$ cat src/rtl/wim_defines.vh
// constants for the wake input monitor: modes, field codes and filter times
// assumes a 20 MHz core clock; included by the monitor and its pin channel
// ==========================================
// Operation
// - both edges on each wake pin count
// - interrupt in normal/stop, wake in sleep/fail-safe
// - static sense continuous, cyclic only in window
// - filter restarts on cross-back, accepts after time
// - per-pin wake enable; disabled pins never wake
// - per-pin wake source flags, always readable
// - level status in normal and stop modes
// - cyclic sense shows last window sample
// - alternate pins: fixed short filter, own flags
// - pull codes: none, down, up
// - pull code 11 follows detected level
// - filter codes: 16us, 64us, cyclic a, b
// - measurement path only in normal mode
// - measurement replaces pins one and two signalling
// - switch closed only when enabled and normal
// - measurement gates pulls, signals and flags
// - sleep with only pins one/two: fail, restart
`ifndef WIM_DEFINES_VH
`define WIM_DEFINES_VH

// ==========================================
// device modes
`define WIM_MODE_NORMAL 3'h0
`define WIM_MODE_STOP 3'h1
`define WIM_MODE_SLEEP 3'h2
`define WIM_MODE_FAILSAFE 3'h3
`define WIM_MODE_RESTART 3'h4

// ==========================================
// pull select codes
`define WIM_PULL_NONE 2'h0
`define WIM_PULL_DOWN 2'h1
`define WIM_PULL_UP 2'h2
`define WIM_PULL_AUTO 2'h3

// ==========================================
// filter select codes
`define WIM_FLT_STATIC_SHORT 2'h0
`define WIM_FLT_STATIC_LONG 2'h1
`define WIM_FLT_CYCLIC_A 2'h2
`define WIM_FLT_CYCLIC_B 2'h3

// ==========================================
// filter times
`define WIM_CLK_HZ 20000000
`define WIM_SHORT_FILTER_US 16
`define WIM_LONG_FILTER_US 64
// 16 us and 64 us in 20 MHz cycles, sized to the filter counter
`define WIM_SHORT_FILTER_CYC 11'h140
`define WIM_LONG_FILTER_CYC 11'h500
`define WIM_FILTER_CNT_W 11

// ==========================================
// reset values
`define WIM_RST_LEVEL 1'h0

`endif

$ cat src/rtl/wim_pin_chan.v
// one wake pin channel: three-stage synchroniser, both-edge filter, level hold
// assumes a raw pin from another domain; gate and window come from the same clock
`include "wim_defines.vh"

module wim_pin_chan (
	clk,
	rst,
	pin,
	active,
	long_sel,
	event_p,
	level
);
	input wire clk;
	input wire rst;
	input wire pin;
	input wire active;
	input wire long_sel;
	output reg event_p;
	output reg level;

	// ==========================================
	// synchroniser
	reg s1_q;
	reg s2_q;
	reg s3_q;
	always @(posedge clk) begin
		if (rst) begin
			s1_q <= 1'h0;
			s2_q <= 1'h0;
			s3_q <= 1'h0;
		end else begin
			s1_q <= pin;
			s2_q <= s1_q;
			s3_q <= s2_q;
		end
	end
	// a change counts only once stages two and three agree
	wire stable = (s2_q == s3_q);

	// ==========================================
	// filter
	localparam [10:0] short_cyc = `WIM_SHORT_FILTER_CYC;
	localparam [10:0] long_cyc = `WIM_LONG_FILTER_CYC;
	reg [10:0] cnt_q;
	reg busy_q;
	wire [10:0] limit = long_sel ? long_cyc : short_cyc;

	always @(posedge clk) begin
		if (rst) begin
			cnt_q <= 11'h0;
			busy_q <= 1'h0;
			event_p <= 1'h0;
			level <= `WIM_RST_LEVEL;
		end else begin
			event_p <= 1'h0;
			if (!active) begin
				// outside the window the filter is dropped; level keeps last sample
				busy_q <= 1'h0;
				cnt_q <= 11'h0;
			end else if (stable && s3_q != level) begin
				// a crossing in either direction starts or continues the filter
				if (!busy_q) begin
					busy_q <= 1'h1;
					cnt_q <= 11'h1;
				end else if (cnt_q >= limit - 11'h1) begin
					busy_q <= 1'h0;
					cnt_q <= 11'h0;
					level <= s3_q;
					event_p <= 1'h1;
				end else begin
					cnt_q <= cnt_q + 11'h1;
				end
			end else if (stable) begin
				// crossed back before the filter ran out: reject
				busy_q <= 1'h0;
				cnt_q <= 11'h0;
			end else if (busy_q) begin
				cnt_q <= cnt_q + 11'h1;
			end
		end
	end
endmodule // wim_pin_chan

$ cat src/rtl/wim_wake_monitor.v
// wake input monitor: three high-voltage wake pins and two alternate fail-safe pins
// assumes mode, control bits, timer windows and flag clears come from the same clock
`include "wim_defines.vh"

module wim_wake_monitor #(
	parameter N_WAKE = 3,
	parameter N_ALT = 2
) (
	clk,
	rst,
	hv_wake_pin,
	failsafe_out_pins,
	alt_pin_as_wake,
	dev_mode,
	sleep_cmd,
	wake_enable_ctrl,
	pull_source_ctrl,
	filter_mode_ctrl,
	meas_path_enable,
	cyclic_timer_a_win,
	cyclic_timer_b_win,
	wake_flag_clr,
	alt_flag_clr,
	wake_source_flags,
	alt_pin_wake_flags,
	pin_level_status,
	pull_up_en,
	pull_down_en,
	meas_switch,
	wake_irq,
	wake_up_req,
	spi_fail_set,
	restart_req
);
	input wire clk;
	input wire rst;
	input wire [N_WAKE-1:0] hv_wake_pin;
	input wire [N_ALT-1:0] failsafe_out_pins;
	input wire [N_ALT-1:0] alt_pin_as_wake;
	input wire [2:0] dev_mode;
	input wire sleep_cmd;
	input wire [N_WAKE-1:0] wake_enable_ctrl;
	input wire [2*N_WAKE-1:0] pull_source_ctrl;
	input wire [2*N_WAKE-1:0] filter_mode_ctrl;
	input wire meas_path_enable;
	input wire cyclic_timer_a_win;
	input wire cyclic_timer_b_win;
	input wire [N_WAKE-1:0] wake_flag_clr;
	input wire [N_ALT-1:0] alt_flag_clr;
	output reg [N_WAKE-1:0] wake_source_flags;
	output reg [N_ALT-1:0] alt_pin_wake_flags;
	output reg [N_WAKE-1:0] pin_level_status;
	output reg [N_WAKE-1:0] pull_up_en;
	output reg [N_WAKE-1:0] pull_down_en;
	output reg meas_switch;
	output reg wake_irq;
	output reg wake_up_req;
	output reg spi_fail_set;
	output reg restart_req;

	// ==========================================
	// mode decode
	function is_awake_mode;
		input [2:0] m;
		begin
			is_awake_mode = (m == `WIM_MODE_NORMAL) || (m == `WIM_MODE_STOP);
		end
	endfunction

	function is_low_power_mode;
		input [2:0] m;
		begin
			is_low_power_mode = (m == `WIM_MODE_SLEEP) || (m == `WIM_MODE_FAILSAFE);
		end
	endfunction

	wire normal_mode = (dev_mode == `WIM_MODE_NORMAL);
	wire awake = is_awake_mode(dev_mode);
	wire low_power = is_low_power_mode(dev_mode);

	// ==========================================
	// wake pin channels
	wire [N_WAKE-1:0] ev;
	wire [N_WAKE-1:0] lvl;
	wire [N_WAKE-1:0] gated;
	wire [N_WAKE-1:0] win;

	genvar i;
	generate
		for (i = 0; i < N_WAKE; i = i + 1) begin : g_wake
			wire [1:0] flt = filter_mode_ctrl[2*i+1:2*i];
			// pins one and two hand over to the measurement path when it is enabled
			assign gated[i] = (i < 2) && meas_path_enable;
			// cyclic sense listens only inside its timer window
			assign win[i] = !flt[1] ? 1'h1 :
				(flt[0] ? cyclic_timer_b_win : cyclic_timer_a_win);
			wim_pin_chan u_chan (
				.clk(clk),
				.rst(rst),
				.pin(hv_wake_pin[i]),
				.active(win[i] && !gated[i]),
				.long_sel(flt == `WIM_FLT_STATIC_LONG),
				.event_p(ev[i]),
				.level(lvl[i])
			);
		end
	endgenerate

	// ==========================================
	// alternate fail-safe pins, always static with the short filter
	wire [N_ALT-1:0] alt_ev;
	generate
		for (i = 0; i < N_ALT; i = i + 1) begin : g_alt
			wim_pin_chan u_alt (
				.clk(clk),
				.rst(rst),
				.pin(failsafe_out_pins[i]),
				.active(alt_pin_as_wake[i]),
				.long_sel(1'h0),
				.event_p(alt_ev[i]),
				.level()
			);
		end
	endgenerate

	// a disabled pin is still filtered for its level but never wakes; a gated pin is not filtered and never wakes
	wire [N_WAKE-1:0] qual = ev & wake_enable_ctrl & ~gated;
	wire [N_ALT-1:0] alt_qual = alt_ev & alt_pin_as_wake;
	wire any_wake = (|qual) || (|alt_qual);

	// only pins one and two would be left to wake the device
	wire only_gated_src = meas_path_enable && (|wake_enable_ctrl[1:0]) &&
		!(|(wake_enable_ctrl & ~{{(N_WAKE-2){1'h0}}, 2'h3})) && !(|alt_pin_as_wake);

	// ==========================================
	// flags, levels and pulls
	integer k;
	always @(posedge clk) begin
		if (rst) begin
			wake_source_flags <= {N_WAKE{1'h0}};
			alt_pin_wake_flags <= {N_ALT{1'h0}};
			pin_level_status <= {N_WAKE{`WIM_RST_LEVEL}};
			pull_up_en <= {N_WAKE{1'h0}};
			pull_down_en <= {N_WAKE{1'h0}};
			meas_switch <= 1'h0;
			wake_irq <= 1'h0;
			wake_up_req <= 1'h0;
			spi_fail_set <= 1'h0;
			restart_req <= 1'h0;
		end else begin
			// set wins over a clear arriving in the same cycle
			wake_source_flags <= (wake_source_flags & ~wake_flag_clr) | qual;
			alt_pin_wake_flags <= (alt_pin_wake_flags & ~alt_flag_clr) | alt_qual;
			for (k = 0; k < N_WAKE; k = k + 1) begin
				// level register freezes for gated pins and outside normal/stop
				if (awake && !gated[k]) begin
					pin_level_status[k] <= lvl[k];
				end
				case (gated[k] ? `WIM_PULL_NONE : pull_source_ctrl[2*k+1 -: 2])
					`WIM_PULL_DOWN: begin
						pull_up_en[k] <= 1'h0;
						pull_down_en[k] <= 1'h1;
					end
					`WIM_PULL_UP: begin
						pull_up_en[k] <= 1'h1;
						pull_down_en[k] <= 1'h0;
					end
					`WIM_PULL_AUTO: begin
						// keep the pin where it is: reinforces the detected level
						pull_up_en[k] <= lvl[k];
						pull_down_en[k] <= !lvl[k];
					end
					default: begin
						pull_up_en[k] <= 1'h0;
						pull_down_en[k] <= 1'h0;
					end
				endcase
			end
			meas_switch <= meas_path_enable && normal_mode;
			wake_irq <= any_wake && awake;
			wake_up_req <= any_wake && low_power;
			spi_fail_set <= sleep_cmd && only_gated_src;
			restart_req <= sleep_cmd && only_gated_src;
		end
	end
endmodule // wim_wake_monitor

$ cat config.mk
export PLATFORM = sky130hd
export DESIGN_NAME = wim_wake_monitor
export DESIGN_NICKNAME = d
export VERILOG_FILES = /design/src/rtl/wim_pin_chan.v /design/src/rtl/wim_wake_monitor.v
export VERILOG_INCLUDE_DIRS = /design/src /design/src/rtl
export SDC_FILE = /design/constraint.sdc
export NUM_CORES = 1
export LEC_CHECK = 0
export ABC_AREA = 1
export BUFFER_PORTS_ARGS = -buffer_cell sky130_fd_sc_hd__clkbuf_2
export CAP_MARGIN = 20
export CORE_MARGIN = 4
export CORE_UTILIZATION = 54
export DETAILED_ROUTE_END_ITERATION = 8
export PLACE_DENSITY = 0.74
export REMOVE_ABC_BUFFERS = 1
export SLEW_MARGIN = 10
export SYNTH_ARGS = -nofsm -noshare
export SYNTH_HDL_FRONTEND = slang
export SYNTH_HIERARCHICAL = 1
export SYNTH_SLANG_ARGS = --single-unit
export TNS_END_PERCENT = 30
$ cat constraint.sdc
create_clock -name clk -period 1.4 [get_ports clk]
set_input_delay 0 -clock clk [delete_from_list [all_inputs] [get_ports clk]]
set_output_delay 0 -clock clk [all_outputs]
set_load 0.02 [all_outputs]
==> results.json, run 1 <==
{
  "rsz0062_at_grt": "true",
  "max_cap_violations": 0,
  "critical-path-top-delay-family": "simple AND/OR/NAND/NOR gates",
  "path_max_fanout": 8,
  "hpwl_um": 8820,
  "grt_max_degree": 20,
  "cp-end-kind": "flip-flop",
  "clk_latency_ns": 0.38,
  "antennaDiodeCount": 0,
  "io_buffers": 54,
  "fp.dieW_um": 110,
  "async_flop_share_pct": 0,
  "antenna_found_initial": 0,
  "violations": "hold timing, setup timing",
  "internal-power_uw": 4290,
  "clkPwrFrac_pct": 37.2,
  "ir_drop_uv": 614,
  "core_area_um2": 10300,
  "fin_util_pct": 74.7,
  "cts_tree": "done",
  "critical_path.startpoint": "g_wake[2].u_chan/s3_q",
  "p_comb_share_pct": 10.6,
  "sequentialPowerShare_pct": 52.2,
  "crit_required_ns": 1.72,
  "synthCells": 762,
  "drive_gt1_share_pct": 40.3,
  "wl_per_cell_um": 12.8,
  "slowest_delay_ns": 0.35,
  "synth_edf_count": 0,
  "cts-htree-levels": 3,
  "synth.largest_area_cell": "dfxtp_1",
  "start_util_pct": 55.2,
  "num_rows": 37,
  "slowest_stage": "dfxtp_1",
  "grt_use_total_pct": 21.1,
  "syn2layout_area_growth_pct": 35.3,
  "reg2reg_from": "g_wake[2].u_chan/s3_q",
  "powerDensity_nw_per_um2": 747,
  "seq_area_frac_synth_pct": 36.4,
  "netlist.area_leader.share_pct": 36.4,
  "p_sw_share_pct": 25.2,
  "synthTopCellsByArea": "dfxtp_1, nand2_1, inv_1",
  "clock_skew_ns": 0.0136,
  "power_uw": 5730,
  "fmax_ghz": 0.643,
  "die_area_um2": 12200,
  "first_iter_violations": 275,
  "ys_seq_elements": 103,
  "clock_path_buffers": 2,
  "critPathArrivalTime_ns": 1.88,
  "gr-total-overflow": 0,
  "fillCellCount": 745,
  "drv_slew": 0,
  "hold_start": "dev_mode[1]",
  "p_switching_uw": 1440,
  "route.vias.total": 5170,
  "cts_made_buffers": 9,
  "place_inst": 987,
  "synth_flop_cell": "dfxtp_1",
  "place_congestion": 0.873,
  "slew-limit-headroom_pct": 62.4,
  "hold_ws_ns": -0.0222,
  "antenna_left": 0,
  "remaining_drc_errors": 0,
  "synth_cell_type_count": 34,
  "finalNetCount": 966,
  "setup_violations": 49,
  "clk_pin_slew_ns": 0.10,
  "tns_ns": -2.55,
  "firstDrtPassIters": 4,
  "cp_common_cell": "nor2_2",
  "grt_pass1_vias": 5007,
  "cts.sinks": 103,
  "fp.dieH_um": 110,
  "start_kind": "flip-flop",
  "grt_pass1_wl_um": 21700,
  "cts-root-buf": "clkbuf_8",
  "power_leakage_uw": 0.00318,
  "path_buf_inv": 0,
  "postRouteWirelength_um": 13400,
  "min_period_ns": 1.56,
  "fin_cells": 1046,
  "syn_area_um2": 5670,
  "syn_avg_cell_area_um2": 7.44,
  "finalHoldViolCount": 1,
  "period_share_pct": 111,
  "via_per_inst": 4.94,
  "worstPathCellList": "nor2_2, o21ai_1, nor2_2, nand3_2, o21ai_4, nand2_4, nor2_2",
  "synth_common_cells": "nand2_1, dfxtp_1, inv_1",
  "io_pins": 55,
  "setup_ws_ns": -0.156,
  "status": "complete, but fails checks",
  "post-synth-top-count-cell": "nand2_1",
  "worstSetupPathType": "reg2reg",
  "worst_pin_slew_ns": 0.563,
  "yosysWarnings": 6,
  "min-delay-path-class": "in2reg"
}
-- path summary, 6_finish.rpt --
kind | end | slack (ns) | cells past startpoint
setup / recovery | g_wake[2].u_chan/cnt_q[9] | -0.16 | 7
hold / removal | pin_level_status[2] | -0.02 | 3
setup reg to reg | g_wake[2].u_chan/cnt_q[9] | -0.16 | 7
hold reg to reg | g_wake[0].u_chan/s2_q | 0.40 | 2
-- per-layer routing --
| metal | vias up | share of wire, % | global-route usage (%) |
|---|---|---|---|
| met5 | - | 0 | 0 |
| met4 | 0 | 1.7 | 7.47 |
| met3 | 20 | 3.8 | 3.78 |
| met2 | 103 | 51 | 36.8 |
| met1 | 2390 | 44 | 25.9 |
| li1 | 2657 | - | - |
-- final cells by class --
cell class / count / area (um2) / area share [%]
Sequential cell: 103 / 2110 / 27.5
Multi-Input combinational cell: 540 / 3760 / 49.1
Timing Repair Buffer: 135 / 968 / 12.6
Clock inverter: 6 / 90.1 / 1.17
Tap cell: 136 / 170 / 2.22
Clock buffer: 10 / 138 / 1.79
Inverter: 116 / 435 / 5.68
-- worst register-to-register path, delay by kind of cell (launching register included) --
kind               cells  cell delay, ns
AOI/OAI and AO/OA      2            0.28
DFF                    1            0.35
and+or+nand+nor        5            0.87
-- per-stage QoR --
stage | area, um2 | setup WS, ns
floorplan | 5620 | -0.0591
global placement | 6340 | -0.154
detailed placement | 6340 | -0.187
CTS | 7250 | -0.0937
global route | 7670 | -0.197
finish | 7670 | -0.156
-- cell families after synthesis --
family                   synth area share, %
AND/OR/NAND/NOR                         38.6
adder cells (fa/ha/maj)                 5.52
XOR/XNOR                                4.17
multiplexers                           0.177
buffers and inverters                   8.81
AO/OA/AOI/OAI                           6.29
flip-flops                              36.4
other                                 0.0661
-- repair_timing --
action / in CTS / in global routing
endpoints found under the hold margin: 27 / 1
buffers inserted: 3 / 7
resized for setup: 62 / 92
pin swaps: 25 / 46
hold buffers: 35 / 1
endpoints found under the setup margin: 63 / 70
-- flip-flops by register name (all words and copies together) (netlist names), 2 cells and up --
| register | cells |
|---|---|
| g_alt.u_alt/s3_q | 2 |
| pull_up_en | 3 |
| g_alt.u_alt/busy_q | 2 |
| g_wake.u_chan/s2_q | 3 |
| g_wake.u_chan/cnt_q | 33 |
| g_wake.u_chan/s1_q | 3 |
| g_alt.u_alt/s1_q | 2 |
| g_wake.u_chan/event_p | 3 |
| g_alt.u_alt/level | 2 |
| wake_source_flags | 3 |
| pin_level_status | 3 |
| alt_pin_wake_flags | 2 |
| pull_down_en | 3 |
| g_wake.u_chan/s3_q | 3 |
| g_alt.u_alt/event_p | 2 |
| g_alt.u_alt/cnt_q | 22 |
| g_wake.u_chan/busy_q | 3 |
| g_alt.u_alt/s2_q | 2 |
| g_wake.u_chan/level | 3 |
-- power groups by stage --
stage	logic [uW]	clock network [uW]	registers, uW
2_1_floorplan	248	0	3070
3_3_place_gp	422	0	3060
3_5_place_dp	437	0	3060
4_1_cts	549	2180	2990
5_1_grt	671	2300	3000
6_report	609	2130	2990
-- placed cells by master, fill, tap and decap left out, types with 18 or more instances in the layout --
cell type	n
ha_4	20
nand2_2	35
nand2_4	20
a21oi_1	27
inv_1	97
dlygate4sd3_1	36
nand3_2	23
nor2_1	63
inv_2	18
dfxtp_1	73
nand2_1	131
o21ai_0	20
nor2_4	33
buf_4	45
xor2_1	22
nand3_1	32
clkbuf_2	54
nor2_2	49
dfxtp_2	27
(Power assumes the default switching activity.)
==> run 2: changes to the inputs <==
- clock period: 1.4 -> 1.2 ns (I/O delays scaled with it)
==> run 2 against run 1 <==
Effect of this change:
- the flow finishes with violations (setup timing)
- worst setup slack worse by 0.22 ns
- critical path depth up 3
- flip-flop and latch count did not move
- global-route usage rose by 1.1 points
- total power up 19%
==> results.json, run 2 (synthesis results as in run 1) <==
{
  "slowest_delay_ns": 0.37,
  "gr-total-overflow": 0,
  "clk_latency_ns": 0.37,
  "p_switching_uw": 1650,
  "reg_top3": "g_wake.u_chan/cnt_q (33), g_alt.u_alt/cnt_q (22)",
  "grt_max_degree": 17,
  "design_area_um2": 7880,
  "powerDensity_nw_per_um2": 866,
  "clk_pin_slew_ns": 0.09,
  "start_kind": "flip-flop",
  "core_area_um2": 10300,
  "syn2layout_area_growth_pct": 39.0,
  "min_period_ns": 1.58,
  "cp-end-kind": "flip-flop",
  "ir_drop_uv": 713,
  "internal-power_uw": 5170,
  "grt_use_total_pct": 22.2,
  "wl_per_cell_um": 12.9,
  "fin_cells": 1076,
  "final_cell_mix": "nand2_1, inv_1, buf_4",
  "clock_path_buffers": 2,
  "largest_reg_flops": 33,
  "place_area_um2": 6650,
  "setup_violations": 70,
  "status": "complete, but fails checks",
  "fmax_ghz": 0.634,
  "grt_pass1_wl_um": 23100,
  "rsz0062_at_grt": "true",
  "drv_slew": 0,
  "p_comb_share_pct": 11.2,
  "slowest_stage": "dfxtp_2",
  "die_area_um2": 12200,
  "worst_pin_slew_ns": 0.599,
  "sequentialPowerShare_pct": 51.1,
  "finalNetCount": 996,
  "critPathArrivalTime_ns": 1.89,
  "drive_gt1_share_pct": 42.2,
  "mostFrequentLayoutCell": "nand2_1",
  "antenna_left": 0,
  "grt_pass1_vias": 5397,
  "start_util_pct": 55.2,
  "io_buffers": 54,
  "period_share_pct": 131,
  "finalHoldViolCount": 0,
  "firstDrtPassIters": 4,
  "cts.sinks": 103,
  "crit_required_ns": 1.51,
  "first_iter_violations": 175,
  "cts-htree-levels": 3,
  "violations": "setup timing",
  "place_ws_ns": -0.416,
  "io_pins": 55,
  "route.vias.total": 5325,
  "clkPwrFrac_pct": 37.8,
  "postRouteWirelength_um": 13900,
  "place_inst": 1026,
  "fillCellCount": 746,
  "num_rows": 37,
  "worstPathCellList": "ha_4, nand2_2, nand2_2, nand2_1, nand2_1, nor2_2, nand3_2, o21ai_4, nand2_4, nor2_4",
  "fp.dieW_um": 110,
  "hpwl_um": 9560,
  "cts-root-buf": "clkbuf_8",
  "p_sw_share_pct": 24.2,
  "place_congestion": 0.913,
  "clock_skew_ns": 0.00792,
  "power_uw": 6820,
  "fp.dieH_um": 110,
  "via_per_inst": 4.95,
  "slew-limit-headroom_pct": 59.9,
  "path_max_fanout": 8,
  "antennaDiodeCount": 0,
  "remaining_drc_errors": 0,
  "power_leakage_uw": 0.00334,
  "worstSetupPathType": "reg2reg",
  "cts_made_buffers": 9,
  "setup_ws_ns": -0.378,
  "cts_tree": "done",
  "min-delay-path-class": "in2reg",
  "regMostFlops": "g_wake.u_chan/cnt_q",
  "antenna_found_initial": 0,
  "max_cap_violations": 0
}
-- run 2: cell type report --
cell class | count | area, um2 | area share, %
Multi-Input combinational cell | 540 | 3760 | 47.7
Tap cell | 136 | 170 | 2.16
Clock inverter | 6 | 109 | 1.38
Timing Repair Buffer | 165 | 1180 | 15.0
Sequential cell | 103 | 2100 | 26.7
Inverter | 116 | 438 | 5.56
Clock buffer | 10 | 128 | 1.62
-- run 2: stage by stage --
step / hold WS (ns) / setup TNS, ns / utilization, %
3_3_place_gp: 0.176 / -18.57 / 64.7
5_1_grt: 0.0393 / -21.37 / 76.7
2_1_floorplan: 0.0691 / -13.02 / -
6_report: 0.0361 / -16.57 / 76.7
4_1_cts: 0.00976 / -15.97 / 73.1
3_5_place_dp: 0.176 / -21.80 / 64.7
-- run 2: power by group through the flow --
stage	sequential (uW)	combinational, uW	clock, uW
after CTS	3480	682	2640
final	3490	761	2580
after detailed placement	3560	561	0
after floorplan	3580	290	0
after global placement	3560	544	0
after global routing	3490	833	2810
-- run 2: path summary, 6_finish.rpt --
kind | from | endpoint | slack (ns) | depth (start not counted)
worst max-delay path | g_wake[2].u_chan/cnt_q[8] | g_wake[2].u_chan/cnt_q[4] | -0.38 | 10
worst min-delay path | meas_path_enable | pin_level_status[0] | 0.04 | 4
worst min register to register | g_alt[1].u_alt/s1_q | g_alt[1].u_alt/s2_q | 0.41 | 2
worst max register to register | g_wake[2].u_chan/cnt_q[8] | g_wake[2].u_chan/cnt_q[4] | -0.38 | 10
-- run 2: critical path: cells and delay by family, from the launching register on --
| family | cells | cell delay [ns] |
|---|---|---|
| flip-flops | 1 | 0.37 |
| adder cells (fa/ha/maj) | 1 | 0.22 |
| AO/OA/AOI/OAI | 1 | 0.10 |
| AND/OR/NAND/NOR | 8 | 0.82 |
-- run 2: what timing repair did --
action	CTS	global route
endpoints found under the setup margin	70	76
setup buffers	4	2
resized for setup	61	88
hold buffers	30	0
hold endpoints to repair	27	0
pin swaps	31	34
-- run 2: routing by layer --
layer	global-route usage, %	wire length (um)
met4	9.61	328
met1	26.4	6000
met2	39.1	7110
met3	3.67	470
met5	0	0
==> run 3: changes to the inputs <==
- CORE_UTILIZATION: 54 -> 53
- PLACE_DENSITY: 0.74 -> 0.73
- SYNTH_HIERARCHICAL: 1 -> not set
==> run 3 against run 2 <==
Effect of this change:
- the flow still finishes with violations (setup timing)
- wire length hardly changed
- synthesized cell count decreased by 0.26%
- register-to-register slack improved by 0.03 ns
- via count grew 2.7%
- total power decreased by 2.1%
- sequential power hardly changed
- die area decreased by 5.4%
- non-clock buffer count rose by 17
- synthesized area decreased by 7.6%
- first-iteration DRC count up 57%
- critical path depth unchanged
- clock power is essentially flat
- critical path type unchanged
- largest power group unchanged
==> results.json, run 3 <==
{
  "synth_common_cells": "nand2_1, nor2_1, inv_1",
  "cts.sinks": 103,
  "timing.rr.end": "g_wake[2].u_chan.cnt_q[0]",
  "path_max_fanout": 2,
  "yosysWarnings": 0,
  "critPathArrivalTime_ns": 1.81,
  "grt_pass1_vias": 5260,
  "cts_made_buffers": 9,
  "reg2reg_depth": 10,
  "reg2reg_from": "g_wake[2].u_chan.cnt_q[8]",
  "via_per_inst": 5.03,
  "async_flop_share_pct": 0,
  "worstHoldEndpoint": "wake_source_flags[1]",
  "rsz0062_at_grt": "true",
  "firstDrtPassIters": 4,
  "syn2layout_area_growth_pct": 42.3,
  "antenna_found_initial": 0,
  "drv_slew": 0,
  "io_buffers": 54,
  "io_pins": 55,
  "synthTopCellsByArea": "dfxtp_1, nand2_1, nor2_1",
  "antenna_left": 0,
  "post-synth-top-count-cell": "nand2_1",
  "synth_flop_cell": "dfxtp_1",
  "fp.dieW_um": 107,
  "place_congestion": 0.842,
  "cts-htree-levels": 3,
  "cts_tree": "done",
  "ir_drop_uv": 574,
  "synthCells": 760,
  "design_area_um2": 7450,
  "cts-root-buf": "clkbuf_8",
  "min_period_ns": 1.55,
  "num_rows": 36,
  "drive_gt1_share_pct": 35.2,
  "wl_per_cell_um": 12.8,
  "slew-limit-headroom_pct": 46.0,
  "synth_cell_type_count": 38,
  "mostFrequentLayoutCell": "nand2_1",
  "crit_required_ns": 1.46,
  "grt_max_degree": 17,
  "syn_avg_cell_area_um2": 6.89,
  "route.vias.total": 5469,
  "power_leakage_uw": 0.00335,
  "start_util_pct": 54.1,
  "critical_path.startpoint": "g_wake[2].u_chan.cnt_q[8]",
  "worstSetupPathType": "reg2reg",
  "hpwl_um": 9360,
  "regMostFlops": "g_wake.u_chan.cnt_q",
  "max_cap_violations": 0,
  "whs_path_depth": 3,
  "rrSetupSlack_ns": -0.35,
  "antennaDiodeCount": 0,
  "gr-total-overflow": 0,
  "finalHoldViolCount": 0,
  "hold_start": "wake_enable_ctrl[1]",
  "period_share_pct": 129,
  "final_cell_mix": "nand2_1, inv_1, buf_4",
  "synth_edf_count": 0,
  "reg_top3": "g_wake.u_chan.cnt_q (33), g_alt.u_alt.cnt_q (22)",
  "synth.largest_area_cell": "dfxtp_1",
  "min-delay-path-class": "in2reg",
  "cp-end-kind": "flip-flop",
  "fp.dieH_um": 107,
  "worst_pin_slew_ns": 0.807,
  "syn_area_um2": 5240,
  "place_area_um2": 6400,
  "netlist.area_leader.share_pct": 39.4,
  "start_kind": "flip-flop",
  "first_iter_violations": 275,
  "setup_ws_ns": -0.350,
  "ys_seq_elements": 103,
  "fmax_ghz": 0.645,
  "clock_skew_ns": 0.0102,
  "core_area_um2": 9680,
  "powerDensity_nw_per_um2": 896,
  "remaining_drc_errors": 0,
  "clk_latency_ns": 0.38,
  "grt_pass1_wl_um": 22100,
  "violations": "setup timing",
  "grt_use_total_pct": 23.5,
  "die_area_um2": 11500,
  "seq_area_frac_synth_pct": 39.4,
  "clock_path_buffers": 2,
  "status": "complete, but fails checks",
  "postRouteWirelength_um": 13900,
  "tns_ns": -12.64,
  "finalNetCount": 1003,
  "largest_reg_flops": 33,
  "clk_pin_slew_ns": 0.10,
  "setup_violations": 67
}
## run 3: changes by cell type after synthesis, sizes merged, moves of 8 or more
cell / delta
inv: +8
nand2: -13
nand3: -8
nor3: +13
ha: -8
nand4: +11
## run 3: cell type report
class                   instances  area (um2)
multi-input cells             531        3170
fillers                       685        2230
flip-flops and latches        103        2110
repair buffers                182        1310
inverters                     123         462
well taps                     133         166
clock buffers                  12         165
clock inverters                 4        76.3
## run 3: worst max path at each step
stage | to | slack (ns) | cells after the start
2_1_floorplan | g_wake[2].u_chan.cnt_q[6] | -0.19 | 10
3_3_place_gp | g_wake[0].u_chan.cnt_q[2] | -0.34 | 12
3_5_place_dp | g_wake[0].u_chan.cnt_q[2] | -0.40 | 12
4_1_cts | g_wake[2].u_chan.cnt_q[7] | -0.30 | 10
5_1_grt | g_wake[0].u_chan.busy_q | -0.42 | 8
6_report | g_wake[2].u_chan.cnt_q[0] | -0.35 | 10
## run 3: per-layer routing
layer,wire (um),GRT usage (%),share of wire [%]
met5,0,0,0
met4,282,8.12,2.0
met1,5870,26.8,42
met2,7210,43.7,52
met3,531,4.20,3.8
## run 3: critical path: stages, from the launching register on
cell and delay [ns]:
dfxtp_2 0.35, ha_4 0.27, nand4_1 0.11, nor2_1 0.14, nor2_2 0.07, buf_4 0.14, buf_4 0.12, nand3_1 0.06
nand2_1 0.05, nand2_1 0.06, a21oi_1 0.07
## run 3: through the flow
stage	total power (uW)	utilization (%)	worst slack [ns]	hold slack, ns	cells
6_report	6680	77.0	-0.350	0.0243	1088
3_5_place_dp	4050	66.0	-0.401	0.180	1039
5_1_grt	6920	77.0	-0.420	0.0422	1088
4_1_cts	6670	73.6	-0.305	0.0174	1085
2_1_floorplan	3810	-	-0.185	0.0691	754
3_3_place_gp	4040	66.0	-0.343	0.174	1039
## run 3: power breakdown
group	internal, uW	switching (uW)
combinational	272	358
clock	1350	1220
sequential	3450	26.6
total	5080	1600
## run 3: cells by family after synthesis
kind of cell,after synthesis,share of synthesized area [%]
simple gates,421,36.4
buf+inv,129,9.34
flops,103,39.4
compound gates,68,7.09
xor+xnor,20,3.34
fa+ha+maj,17,4.06
mux,2,0.382
## run 3: repair_timing
action / in CTS / in global routing
gates resized for setup: 62 / 87
buffers inserted: 2 / 2
setup endpoints to repair: 69 / 73
endpoints found under the hold margin: 21 / 0
pin swaps: 20 / 32
hold buffers: 26 / 0
gates cloned: 2 / 1
